===== src/tbmt_pkg.sv =====
// tbmt_pkg: constants for the 10 Mbps twisted-pair MII path timing block.
// assumes a single 20 MHz core clock; one bit time at 10 Mbps is two clocks.
package tbmt_pkg;

  // clock and bit time
  localparam int CLK_NS = 50;
  localparam int BT_NS = 100;

  // transmit side figures, in ns
  localparam int TX_CRS_ON_NS = 550;   // 5.5 bit times
  localparam int TX_CRS_OFF_NS = 500;  // 5 bit times
  localparam int TX_LAT_NS = 575;
  localparam int TX_CRS_ON_CYC = (TX_CRS_ON_NS + CLK_NS - 1) / CLK_NS;
  localparam int TX_CRS_OFF_CYC = (TX_CRS_OFF_NS + CLK_NS - 1) / CLK_NS;
  localparam int TX_LAT_CYC = (TX_LAT_NS + CLK_NS - 1) / CLK_NS;

  // receive side figures, in bit times
  localparam int RX_LAT_BT = 64;
  localparam int RX_CRS_BT = 4;        // activity/quiet to carrier and collision
  localparam int RX_LAT_CYC = RX_LAT_BT * BT_NS / CLK_NS;
  localparam int RX_CRS_CYC = RX_CRS_BT * BT_NS / CLK_NS;

  // heartbeat figures, in ns (chosen inside the 650..1600 and 500..1500 windows)
  localparam int SQE_DLY_NS = 1200;
  localparam int SQE_LEN_NS = 950;
  localparam int SQE_DLY_CYC = (SQE_DLY_NS + CLK_NS - 1) / CLK_NS;
  localparam int SQE_LEN_CYC = (SQE_LEN_NS + CLK_NS - 1) / CLK_NS;
  localparam int SQE_CNT_W = 6;

  // jabber figures, in ms (inside 20..150 and 250..750)
  localparam int JAB_MS = 100;
  localparam int UNJAB_MS = 500;
  localparam int JAB_CYC = JAB_MS * 1000000 / CLK_NS;
  localparam int UNJAB_CYC = UNJAB_MS * 1000000 / CLK_NS;
  localparam int JAB_CNT_W = 24;

  // heartbeat sequencer states, gray along idle -> wait -> pulse
  typedef enum logic [1:0] {
    TBMT_SQE_IDLE = 2'b00,
    TBMT_SQE_WAIT = 2'b01,
    TBMT_SQE_PULSE = 2'b11
  } tbmt_sqe_t;

endpackage


===== src/tbmt_delay_line.sv =====
// tbmt_delay_line: fixed-length delay memory, one word per clock.
// assumes the caller wants exactly DEPTH clocks of latency; read data is a register.
`timescale 1ns/1ps
`default_nettype none
module tbmt_delay_line #(
  parameter int WIDTH = 8,
  parameter int DEPTH = 4
) (
  input wire logic clock,
  input wire logic nrst,
  input wire logic [WIDTH-1:0] din,
  output logic [WIDTH-1:0] dout
);
  logic [WIDTH-1:0] mem_r [DEPTH];
  logic [WIDTH-1:0] mem_nxt [DEPTH];

  // each entry takes its neighbour; the last entry is the registered read port
  always_comb begin
    for (int i = 0; i < DEPTH; i++) begin
      mem_nxt[i] = (i == 0) ? din : mem_r[(i == 0) ? 0 : i - 1];
    end
  end

  always_ff @(posedge clock or negedge nrst) begin
    if (!nrst) begin
      for (int i = 0; i < DEPTH; i++) begin
        mem_r[i] <= '0;
      end
    end else begin
      mem_r <= mem_nxt;
    end
  end

  assign dout = mem_r[DEPTH-1];
endmodule // tbmt_delay_line
`default_nettype wire


===== src/tbmt_mii_path.sv =====
// tbmt_mii_path: 10 Mbps twisted-pair port as seen from its MII, parallel mode.
// assumes MAC and line decoder/encoder run on the same 20 MHz clock; config bits are static levels.
//
// Overview of operation
// - carrier rises 5.5 bit times after transmit enable
// - carrier falls 5 bit times after enable drops
// - line transmit starts 600 ns (575 ns rounded up to 12 clocks) after enable
// - receive data leaves 64 bit times after line
// - data follows carrier by about 60 bit times
// - carrier drops half bit after data valid
// - line activity to carrier, 4 bit times each way
// - collision follows colliding activity by 4 bit times
// - data valid starts at delimiter unless overridden
// - extension bit holds carrier until valid ends
// - heartbeat starts 0.65 to 1.6 us later
// - heartbeat lasts 0.5 to 1.5 us
// - long transmission cut off after 20-150 ms
// - transmit disabled 250-750 ms after cut-off
`timescale 1ns/1ps
`default_nettype none
module tbmt_mii_path #(
  parameter int JAB_CYC = tbmt_pkg::JAB_CYC,
  parameter int UNJAB_CYC = tbmt_pkg::UNJAB_CYC
) (
  input wire logic clock,
  input wire logic nrst,
  // MAC transmit side
  input wire logic tx_en,
  input wire logic [3:0] tx_data,
  input wire logic tx_err,
  // MAC receive side
  output logic [3:0] rx_data,
  output logic rx_dv,
  output logic rx_er,
  output logic crs,
  output logic col,
  // line encoder side
  output logic line_tx_en,
  output logic [3:0] line_tx_data,
  output logic line_tx_err,
  // line decoder side
  input wire logic line_rx_act,
  input wire logic line_rx_sfd,
  input wire logic [3:0] line_rx_data,
  input wire logic line_rx_err,
  // static configuration, and the jabber status output
  input wire logic cfg_early_dv,
  input wire logic cfg_crs_ext,
  input wire logic cfg_sqe_en,
  output logic jabber
);
  localparam int TXH = tbmt_pkg::TX_CRS_ON_CYC;
  localparam int RXH = tbmt_pkg::RX_CRS_CYC;

  // transmit enable history and transmit carrier
  logic [TXH-1:0] tx_hist_r, tx_hist_nxt;
  logic crs_tx_r, crs_tx_nxt;

  // taps chosen so that the output register lands on the exact cycle
  always_comb begin
    tx_hist_nxt = {tx_hist_r[TXH-2:0], tx_en};
    if (!crs_tx_r) begin
      crs_tx_nxt = tx_hist_r[tbmt_pkg::TX_CRS_ON_CYC-2];
    end else begin
      crs_tx_nxt = tx_hist_r[tbmt_pkg::TX_CRS_OFF_CYC-2];
    end
  end

  always_ff @(posedge clock or negedge nrst) begin
    if (!nrst) begin
      tx_hist_r <= '0;
      crs_tx_r <= 1'b0;
    end else begin
      tx_hist_r <= tx_hist_nxt;
      crs_tx_r <= crs_tx_nxt;
    end
  end

  // transmit latency to the line; the output flop adds the last cycle
  logic [5:0] tx_dly;
  tbmt_delay_line #(
    .WIDTH(6),
    .DEPTH(tbmt_pkg::TX_LAT_CYC - 1)
  ) u_tx_dly (
    .clock(clock),
    .nrst(nrst),
    .din({tx_en, tx_err, tx_data}),
    .dout(tx_dly)
  );

  // jabber watchdog: counts transmit time, then holds the line off
  logic jab_r, jab_nxt;
  logic [tbmt_pkg::JAB_CNT_W-1:0] jab_cnt_r, jab_cnt_nxt;

  // the unjab wait is timed from the cut-off, whatever the MAC does meanwhile
  always_comb begin
    jab_nxt = jab_r;
    jab_cnt_nxt = jab_cnt_r;
    if (jab_r) begin
      if (jab_cnt_r == tbmt_pkg::JAB_CNT_W'(UNJAB_CYC - 1)) begin
        jab_nxt = 1'b0;
        jab_cnt_nxt = '0;
      end else begin
        jab_cnt_nxt = jab_cnt_r + 1'b1;
      end
    end else if (!tx_en) begin
      jab_cnt_nxt = '0;
    end else if (jab_cnt_r == tbmt_pkg::JAB_CNT_W'(JAB_CYC - 1)) begin
      jab_nxt = 1'b1;
      jab_cnt_nxt = '0;
    end else begin
      jab_cnt_nxt = jab_cnt_r + 1'b1;
    end
  end

  always_ff @(posedge clock or negedge nrst) begin
    if (!nrst) begin
      jab_r <= 1'b0;
      jab_cnt_r <= '0;
    end else begin
      jab_r <= jab_nxt;
      jab_cnt_r <= jab_cnt_nxt;
    end
  end

  // line transmit outputs, blanked while jabbering
  logic line_tx_en_r, line_tx_err_r;
  logic [3:0] line_tx_data_r;
  always_ff @(posedge clock or negedge nrst) begin
    if (!nrst) begin
      line_tx_en_r <= 1'b0;
      line_tx_err_r <= 1'b0;
      line_tx_data_r <= 4'h0;
    end else begin
      line_tx_en_r <= tx_dly[5] & ~jab_nxt;
      line_tx_err_r <= tx_dly[4] & ~jab_nxt;
      line_tx_data_r <= jab_nxt ? 4'h0 : tx_dly[3:0];
    end
  end

  // heartbeat sequencer, started by the falling edge of transmit enable
  tbmt_pkg::tbmt_sqe_t sqe_st_r, sqe_st_nxt;
  logic [tbmt_pkg::SQE_CNT_W-1:0] sqe_cnt_r, sqe_cnt_nxt;
  logic tx_fall;
  assign tx_fall = tx_hist_r[0] & ~tx_en;

  always_comb begin
    sqe_st_nxt = sqe_st_r;
    sqe_cnt_nxt = sqe_cnt_r + 1'b1;
    unique case (sqe_st_r)
      tbmt_pkg::TBMT_SQE_IDLE: begin
        sqe_cnt_nxt = '0;
        if (tx_fall && cfg_sqe_en && !jab_r) begin
          sqe_st_nxt = tbmt_pkg::TBMT_SQE_WAIT;
        end
      end
      tbmt_pkg::TBMT_SQE_WAIT: begin
        if (sqe_cnt_r == tbmt_pkg::SQE_CNT_W'(tbmt_pkg::SQE_DLY_CYC - 2)) begin
          sqe_st_nxt = tbmt_pkg::TBMT_SQE_PULSE;
          sqe_cnt_nxt = '0;
        end
      end
      tbmt_pkg::TBMT_SQE_PULSE: begin
        if (sqe_cnt_r == tbmt_pkg::SQE_CNT_W'(tbmt_pkg::SQE_LEN_CYC - 1)) begin
          sqe_st_nxt = tbmt_pkg::TBMT_SQE_IDLE;
          sqe_cnt_nxt = '0;
        end
      end
      default: begin
        sqe_st_nxt = tbmt_pkg::TBMT_SQE_IDLE;
        sqe_cnt_nxt = '0;
      end
    endcase
  end

  always_ff @(posedge clock or negedge nrst) begin
    if (!nrst) begin
      sqe_st_r <= tbmt_pkg::TBMT_SQE_IDLE;
      sqe_cnt_r <= '0;
    end else begin
      sqe_st_r <= sqe_st_nxt;
      sqe_cnt_r <= sqe_cnt_nxt;
    end
  end

  // line activity history: carrier and collision follow it by 4 bit times
  logic [RXH-1:0] act_hist_r, act_hist_nxt, coll_hist_r, coll_hist_nxt;
  assign act_hist_nxt = {act_hist_r[RXH-2:0], line_rx_act};
  assign coll_hist_nxt = {coll_hist_r[RXH-2:0], line_rx_act & tx_en};

  always_ff @(posedge clock or negedge nrst) begin
    if (!nrst) begin
      act_hist_r <= '0;
      coll_hist_r <= '0;
    end else begin
      act_hist_r <= act_hist_nxt;
      coll_hist_r <= coll_hist_nxt;
    end
  end

  // receive data path: the delimiter mark travels with the nibbles
  logic [6:0] rx_dly;
  tbmt_delay_line #(
    .WIDTH(7),
    .DEPTH(tbmt_pkg::RX_LAT_CYC - 1)
  ) u_rx_dly (
    .clock(clock),
    .nrst(nrst),
    .din({line_rx_act, line_rx_sfd, line_rx_err, line_rx_data}),
    .dout(rx_dly)
  );

  // receive outputs and the combined carrier and collision
  logic rx_dv_r, rx_dv_nxt, rx_er_r, rx_er_nxt, crs_r, crs_nxt, col_r, col_nxt;
  logic pend_r, pend_nxt, dly_act_r, dly_act_nxt;
  logic [3:0] rx_data_r, rx_data_nxt;

  // pend covers the gap between line quiet and the delayed frame ending
  always_comb begin
    if (!rx_dly[6]) begin
      rx_dv_nxt = 1'b0;
    end else if (rx_dv_r || cfg_early_dv || rx_dly[5]) begin
      rx_dv_nxt = 1'b1;
    end else begin
      rx_dv_nxt = 1'b0;
    end
    rx_er_nxt = rx_dv_nxt & rx_dly[4];
    rx_data_nxt = rx_dv_nxt ? rx_dly[3:0] : 4'h0;
    dly_act_nxt = rx_dly[6];
    // cleared when the delayed activity ends, so a fragment with no delimiter holds carrier only until its delayed activity ends
    if (act_hist_r[RXH-2]) begin
      pend_nxt = 1'b1;
    end else if (dly_act_r && !rx_dly[6]) begin
      pend_nxt = 1'b0;
    end else begin
      pend_nxt = pend_r;
    end
    crs_nxt = crs_tx_nxt | act_hist_r[RXH-2] | rx_dv_nxt | rx_dv_r | (cfg_crs_ext & pend_r);
    col_nxt = coll_hist_r[RXH-2] | (sqe_st_nxt == tbmt_pkg::TBMT_SQE_PULSE);
  end

  always_ff @(posedge clock or negedge nrst) begin
    if (!nrst) begin
      rx_dv_r <= 1'b0;
      rx_er_r <= 1'b0;
      rx_data_r <= 4'h0;
      crs_r <= 1'b0;
      col_r <= 1'b0;
      pend_r <= 1'b0;
      dly_act_r <= 1'b0;
    end else begin
      rx_dv_r <= rx_dv_nxt;
      rx_er_r <= rx_er_nxt;
      rx_data_r <= rx_data_nxt;
      crs_r <= crs_nxt;
      col_r <= col_nxt;
      pend_r <= pend_nxt;
      dly_act_r <= dly_act_nxt;
    end
  end

  assign rx_data = rx_data_r;
  assign rx_dv = rx_dv_r;
  assign rx_er = rx_er_r;
  assign crs = crs_r;
  assign col = col_r;
  assign line_tx_en = line_tx_en_r;
  assign line_tx_data = line_tx_data_r;
  assign line_tx_err = line_tx_err_r;
  assign jabber = jab_r;
endmodule // tbmt_mii_path
`default_nettype wire


===== config.mk =====
export PLATFORM = sky130hd
export DESIGN_NAME = tbmt_mii_path
export DESIGN_NICKNAME = d
export VERILOG_FILES = /design/src/tbmt_pkg.sv /design/src/tbmt_delay_line.sv /design/src/tbmt_mii_path.sv
export SDC_FILE = /design/constraint.sdc
export NUM_CORES = 1
export LEC_CHECK = 0
export BUFFER_PORTS_ARGS = -buffer_cell sky130_fd_sc_hd__buf_4
export CAP_MARGIN = 20
export CORE_UTILIZATION = 54
export CTS_BUF_LIST = sky130_fd_sc_hd__clkbuf_4 sky130_fd_sc_hd__clkbuf_8 sky130_fd_sc_hd__clkbuf_16
export DETAILED_ROUTE_END_ITERATION = 6
export GPL_ROUTABILITY_DRIVEN = 0
export HOLD_SLACK_MARGIN = 0.12
export MAX_ROUTING_LAYER = met4
export PLACE_DENSITY = 0.73
export SYNTH_ARGS = -nofsm -noshare
export SYNTH_HDL_FRONTEND = slang
export SYNTH_SLANG_ARGS = --single-unit

===== constraint.sdc =====
create_clock -name clock -period 1.9 [get_ports clock]
set_input_delay 0.285 -clock clock [delete_from_list [all_inputs] [get_ports clock]]
set_output_delay 0.285 -clock clock [all_outputs]
set_load 0.02 [all_outputs]

-- Word-level counts from Yosys, hierarchy flattened
Cells that the tools add are included.
W data, S select, Z words.
- input port bits: 18
- bits in registers: 1029
- word-level logic and storage cells: 209
- muxes and demuxes: 22
- add/subtract/negate cells: 2
- reductions and logical operators: 9
- equal/unequal tests: 7
- bitwise logic cells: 13
- operators by type and width (kind ; number):
    $mux W24 ; 4
    $add A24 B1 Y24 const B ; 1
    $eq A24 B21 Y1 const B ; 1
    $eq A24 B24 Y1 const B ; 1
    $eq A6 B5 Y1 const B ; 2
    $mux W6 ; 2
    $pmux W6 S2 ; 1
    $mux W1 ; 9
    $mux W4 ; 2
    $add A6 B1 Y6 const B ; 1
    $and A1 B1 Y1 ; 6
    $mux W2 ; 3
    $pmux W2 S3 ; 1
    $or A1 B1 Y1 ; 5
    $eq A2 B2 Y1 const B ; 2
    $logic_and A1 B1 Y1 ; 3
    $eq A2 B1 Y1 const B ; 1
    $logic_not A1 Y1 ; 2
    $logic_not A2 Y1 ; 1
    $logic_or A1 B1 Y1 ; 2
    $not A1 Y1 ; 2
    $reduce_bool A2 Y1 ; 1

-- Depth between registers and ports, before layout
- depth after elaboration: 8
- mapped depth: 6
- gate-level depth less buffers: 6

-- By module
From an unflattened synthesis, not the netlist that was laid out.
- cells, all modules: 1189
- area, all modules: 26870.8 sq um
- modules (own cells, without submodules) (module ; area an instance (sq um) ; cells each ; times used ; seq. area each (sq um)):
    tbmt_delay_line (u_rx_dly) ; 22246.3 ; 889 ; 1 ; 22246.3
    tbmt_mii_path ; 2972.9 ; 234 ; 1 ; 1851.8
    tbmt_delay_line (u_tx_dly) ; 1651.6 ; 66 ; 1 ; 1651.6

-- Worst setup path after synthesis
OpenSTA, ideal clock, no wires.
- path type: reg2reg
- start: register jab_cnt_r[0] (netlist bit)
- end: register jab_cnt_r[16] (netlist bit)
- stages on the path, launching flop included: 7
- required time: 1818 ps
- arrival time: 1886 ps
- path slack: -68 ps
- setup time: 82 ps
- cells stage by stage: dfrtp_1 ha_1 nand4_2 or4_1 buf_2 or3_1 a22oi_2
- longest elaborated chain between the ends: 4
- elaborated cells between the ends (all ways): 7
- those cells by class: add/sub (1); eq/ne (2); mux (4)
- ends and longest elaborated chain (what ; line ; RTL):
    from (decl) ; tbmt_mii_path.sv:93 ; logic [tbmt_pkg::JAB_CNT_W-1:0] jab_cnt_r, jab_cnt_nxt;
    from (signal assigned) ; tbmt_mii_path.sv:122 ; jab_cnt_r <= jab_cnt_nxt;
    $add A24 B1 Y24 or $eq A24 B21 Y1 (tied branches) ; tbmt_mii_path.sv:104, tbmt_mii_path.sv:112, tbmt_mii_path.sv:108 ;
    $mux W24 ; tbmt_mii_path.sv:108 ; end else if (jab_cnt_r == tbmt_pkg::JAB_CNT_W'(JAB_CYC - 1)) begin
    $mux W24 ; tbmt_mii_path.sv:106 ; end else if (!tx_en) begin
    $mux W24 (*) ; tbmt_mii_path.sv:99 ; if (jab_r) begin
    via jab_cnt_nxt (one bit) ; tbmt_mii_path.sv:93 ;
The timed path passes the listed nets; every way through them passes the cells marked *.
A chain may end at the register's enable or synchronous reset.

-- Worst setup path after layout
- start: register jab_cnt_r[12] (netlist bit)
- end: register jab_cnt_r[1] (netlist bit)
- longest elaborated chain between the ends: 4
- elaborated cells between the ends (all ways): 6
- those cells by class: eq/ne (2); mux (4)
- ends and longest elaborated chain (what ; line):
    $eq A24 B21 Y1 ; tbmt_mii_path.sv:108
    $mux W24 ; tbmt_mii_path.sv:108
    $mux W24 ; tbmt_mii_path.sv:106
    $mux W24 (*) ; tbmt_mii_path.sv:99
    via jab_cnt_nxt (one bit) ; tbmt_mii_path.sv:93
Marked as above.

==> metrics <==
Crit Path Max Fanout=24; met1 WL=around 18 mm; drc violations=0; total CTS buffers=just over 90; top-level I/O count=33; FF-to-FF setup slack=-0.02 ns; Core Util, Final=0.6565; Max Clock Freq=around 0.52 GHz; TritonCTS clock tree=done; leakage power=15.64 nW; die footprint=~50000 um2; hpwl dp=18.02 mm; Slew headroom=0.6909; clock network latency to the later pin of the worst-skew pair=approximately 0.63 ns; min Tclk post-route=~1.9 ns; Synth Flop Type=dfrtp_1; Worst-path clk slew=around 0.06 ns; Core Rows=80; Clock Skews=0.02761 ns; Crit-path slowest cell=or4_4; crit end category=flip-flop; Total GRT Usage=0.1936; crit-path max cell delay=around 0.47 ns; final setup fails=11; Initial Util=0.5504; post-synthesis sequential area ratio=0.9576; Tcrit/Tclk final=1.010; WHS=between 0.3 and 0.4 ns; CP Class=reg -> reg; Post-Syn Instances=1172; Avg Inst Size Synth=~23 um2; max-cap violations=0; WP data arrival=about 2.4 ns; WL met2=23.19 mm; H-tree Lvls=3; drt total wl=roughly 43 mm; setup ws final=-0.01814 ns; Yosys reg bits=1012; largest net degree at the start of global routing=a little over 90; port bufs=32; CP Launch Type=flip-flop; die span in x=about 220 um; Final Hold Fails=0; synth unique cells=around 50; DIE HEIGHT=223.3 um; first-pass GRT wire length=between 60 and 70 mm; syn nets=1193; Worst VDD drop=around 850 uV; initial antenna violation count=0; vias in the first global route=around 12000; EDFF count, synth=0; worst path cell trace=or3_1 -> or4_4 -> o21ai_4 -> buf_12 -> a21boi_1; core area=approximately 48000 um2; Vias=~10000; CTS root buffer=clkbuf_16; HP Class=in -> reg; area growth from synthesis to layout=19.28%; post-DR vias/cell=around 5; TNS Setup=-0.1210 ns; 1st-iter DRT viols=~600; Power Density=around 1300 nW/um2; nets=between 1000 and 1500; Max Used Layer=met4; met3 routed WL=1.341 mm; worst endpoint required time=2.39 ns; grt ovf=0; Slew Viols, Final=0; layout cells sized above 1=0.1931; Pre-antenna DRT Iters=4; failing checks=setup timing; post-route ant nets=0; Ys Warns=0; Syn Std Cell Area=around 26000 um2; post-synthesis async set-or-reset flop share=1.000; CTS Sinks=1012; clock buffer depth=3; wire per inst=~21 um; RSZ-0062 raised after global routing=true; Worst-Margin Slew=about 0.46 ns; outcome=finished with violations
[area by class of cell]
type,instances,area [um2]
Antenna cell,1,2.502
Clock buffer,121,2644
Clock inverter,42,601.8
Fill cell,2934,16500
Inverter,2,7.507
Multi-Input combinational cell,150,1140
Sequential cell,1012,25330
Tap cell,615,769.5
Timing Repair Buffer,102,1051
[worst max-delay path, delay by kind of cell (launching register included)]
family	cells	cell delay [ns]
AND/OR/NAND/NOR	2	0.86
AO/OA/AOI/OAI	2	0.27
buffers and inverters	1	0.19
flip-flops	1	0.46
[placed cells by master (no fill, tap or decap), drive strengths merged, types with 2 or more instances in the layout]
master and count:
and2 6, nor3b 6, or4 7, or3 7, and4 5, bufinv 13
nor4b 3, buf 84, dfrtp 1012, xnor2 7, o31ai 6, dlygate4sd3 18
clkbuf 121, inv 2, o21ai 7, nand2 10, and3 3, nor2 9
a22oi 9, xor2 11, nand3 13, nand4 8, a21oi 14, ha 3
clkinv 25, clkinvlp 4, o31a 2
[where the power goes]
group,switching (mW),total [mW],internal [mW]
Sequential,0.168,22.2,22.0
Clock,7.87,19.5,11.6
Combinational,0.439,0.586,0.148
[Yosys cell counts (all sizes together) (7+ instances only)]
| cell | count | area share |
|---|---|---|
| a21oi | 14 | 0.0026 |
| xnor2 | 7 | 0.0023 |
| o21ai | 7 | 0.0018 |
| xor2 | 11 | 0.0036 |
| or3 | 7 | 0.0017 |
| dfrtp | 1012 | 0.96 |
| nand2 | 10 | 0.0014 |
| a22oi | 9 | 0.0033 |
| nand4 | 8 | 0.0021 |
| or4 | 7 | 0.0021 |
| nor2 | 9 | 0.0013 |
| nand3 | 13 | 0.0026 |
[flip-flops by register name, indices dropped and copies added (netlist names), 4 cells and up]
signal,cells
rx_data,4
u_rx_dly.mem_nxt,875
tx_hist_r,10
u_rx_dly.dout,7
u_tx_dly.mem_nxt,50
sqe_cnt_r,6
jab_cnt_r,24
coll_hist_r,7
act_hist_r,7
line_tx_data,4
u_tx_dly.dout,6
[path summary, 6_finish.rpt]
kind	cells past startpoint	to	start
worst min register to register	0	u_rx_dly.mem_nxt[103]	u_rx_dly.mem_nxt[110]
worst max register to register	5	jab_cnt_r[1]	jab_cnt_r[12]
worst max-delay path	5	jab_cnt_r[1]	jab_cnt_r[12]
worst min-delay path	2	u_rx_dly.mem_nxt[878]	line_rx_data[3]
max in group asynchronous	4	u_rx_dly.mem_nxt[97]	nrst
min in group asynchronous	3	u_rx_dly.mem_nxt[76]	nrst
[what timing repair did]
action                                  CTS  global route
endpoints found under the setup margin   30            31
hold endpoints to repair                555             0
pin swaps                                 3             2
hold buffers                             18             0
setup buffers                             3             1
resized for setup                         5             9
[per-stage QoR]
step           worst slack (ns)  std cells  power, mW  area [um2]
2_1_floorplan           0.02160       1172      22.49       26460
4_1_cts                -0.01028       2042      42.84       31470
6_report               -0.01814       2045      42.22       31540
3_5_place_dp            -0.1461       1858      23.11       27990
5_1_grt                -0.07464       2044      43.69       31540
3_3_place_gp           -0.02931       1858      23.05       27990
[routing by layer]
layer / vias to the layer above / track usage
met5: - / -
met4: 0 / 0.05590
met3: 79 / 0.03780
met2: 180 / 0.3220
met1: 5560 / 0.2462
li1: 4135 / -
[cell families (layout without fill, tap and decap cells)]
family                     Yosys count  after routing  share of synthesized area
muxes                                2              2                  0.0008043
buffers and inverters               10            267                   0.002082
DFF                               1012           1012                     0.9576
and+or+nand+nor                     85             85                    0.02030
AOI/OAI and AO/OA                   42             42                    0.01183
adders and majority gates            3              3                   0.001420
other                                0              1                          0
xor gates and xnor gates            18             18                   0.005961
(Power assumes the default switching activity.)
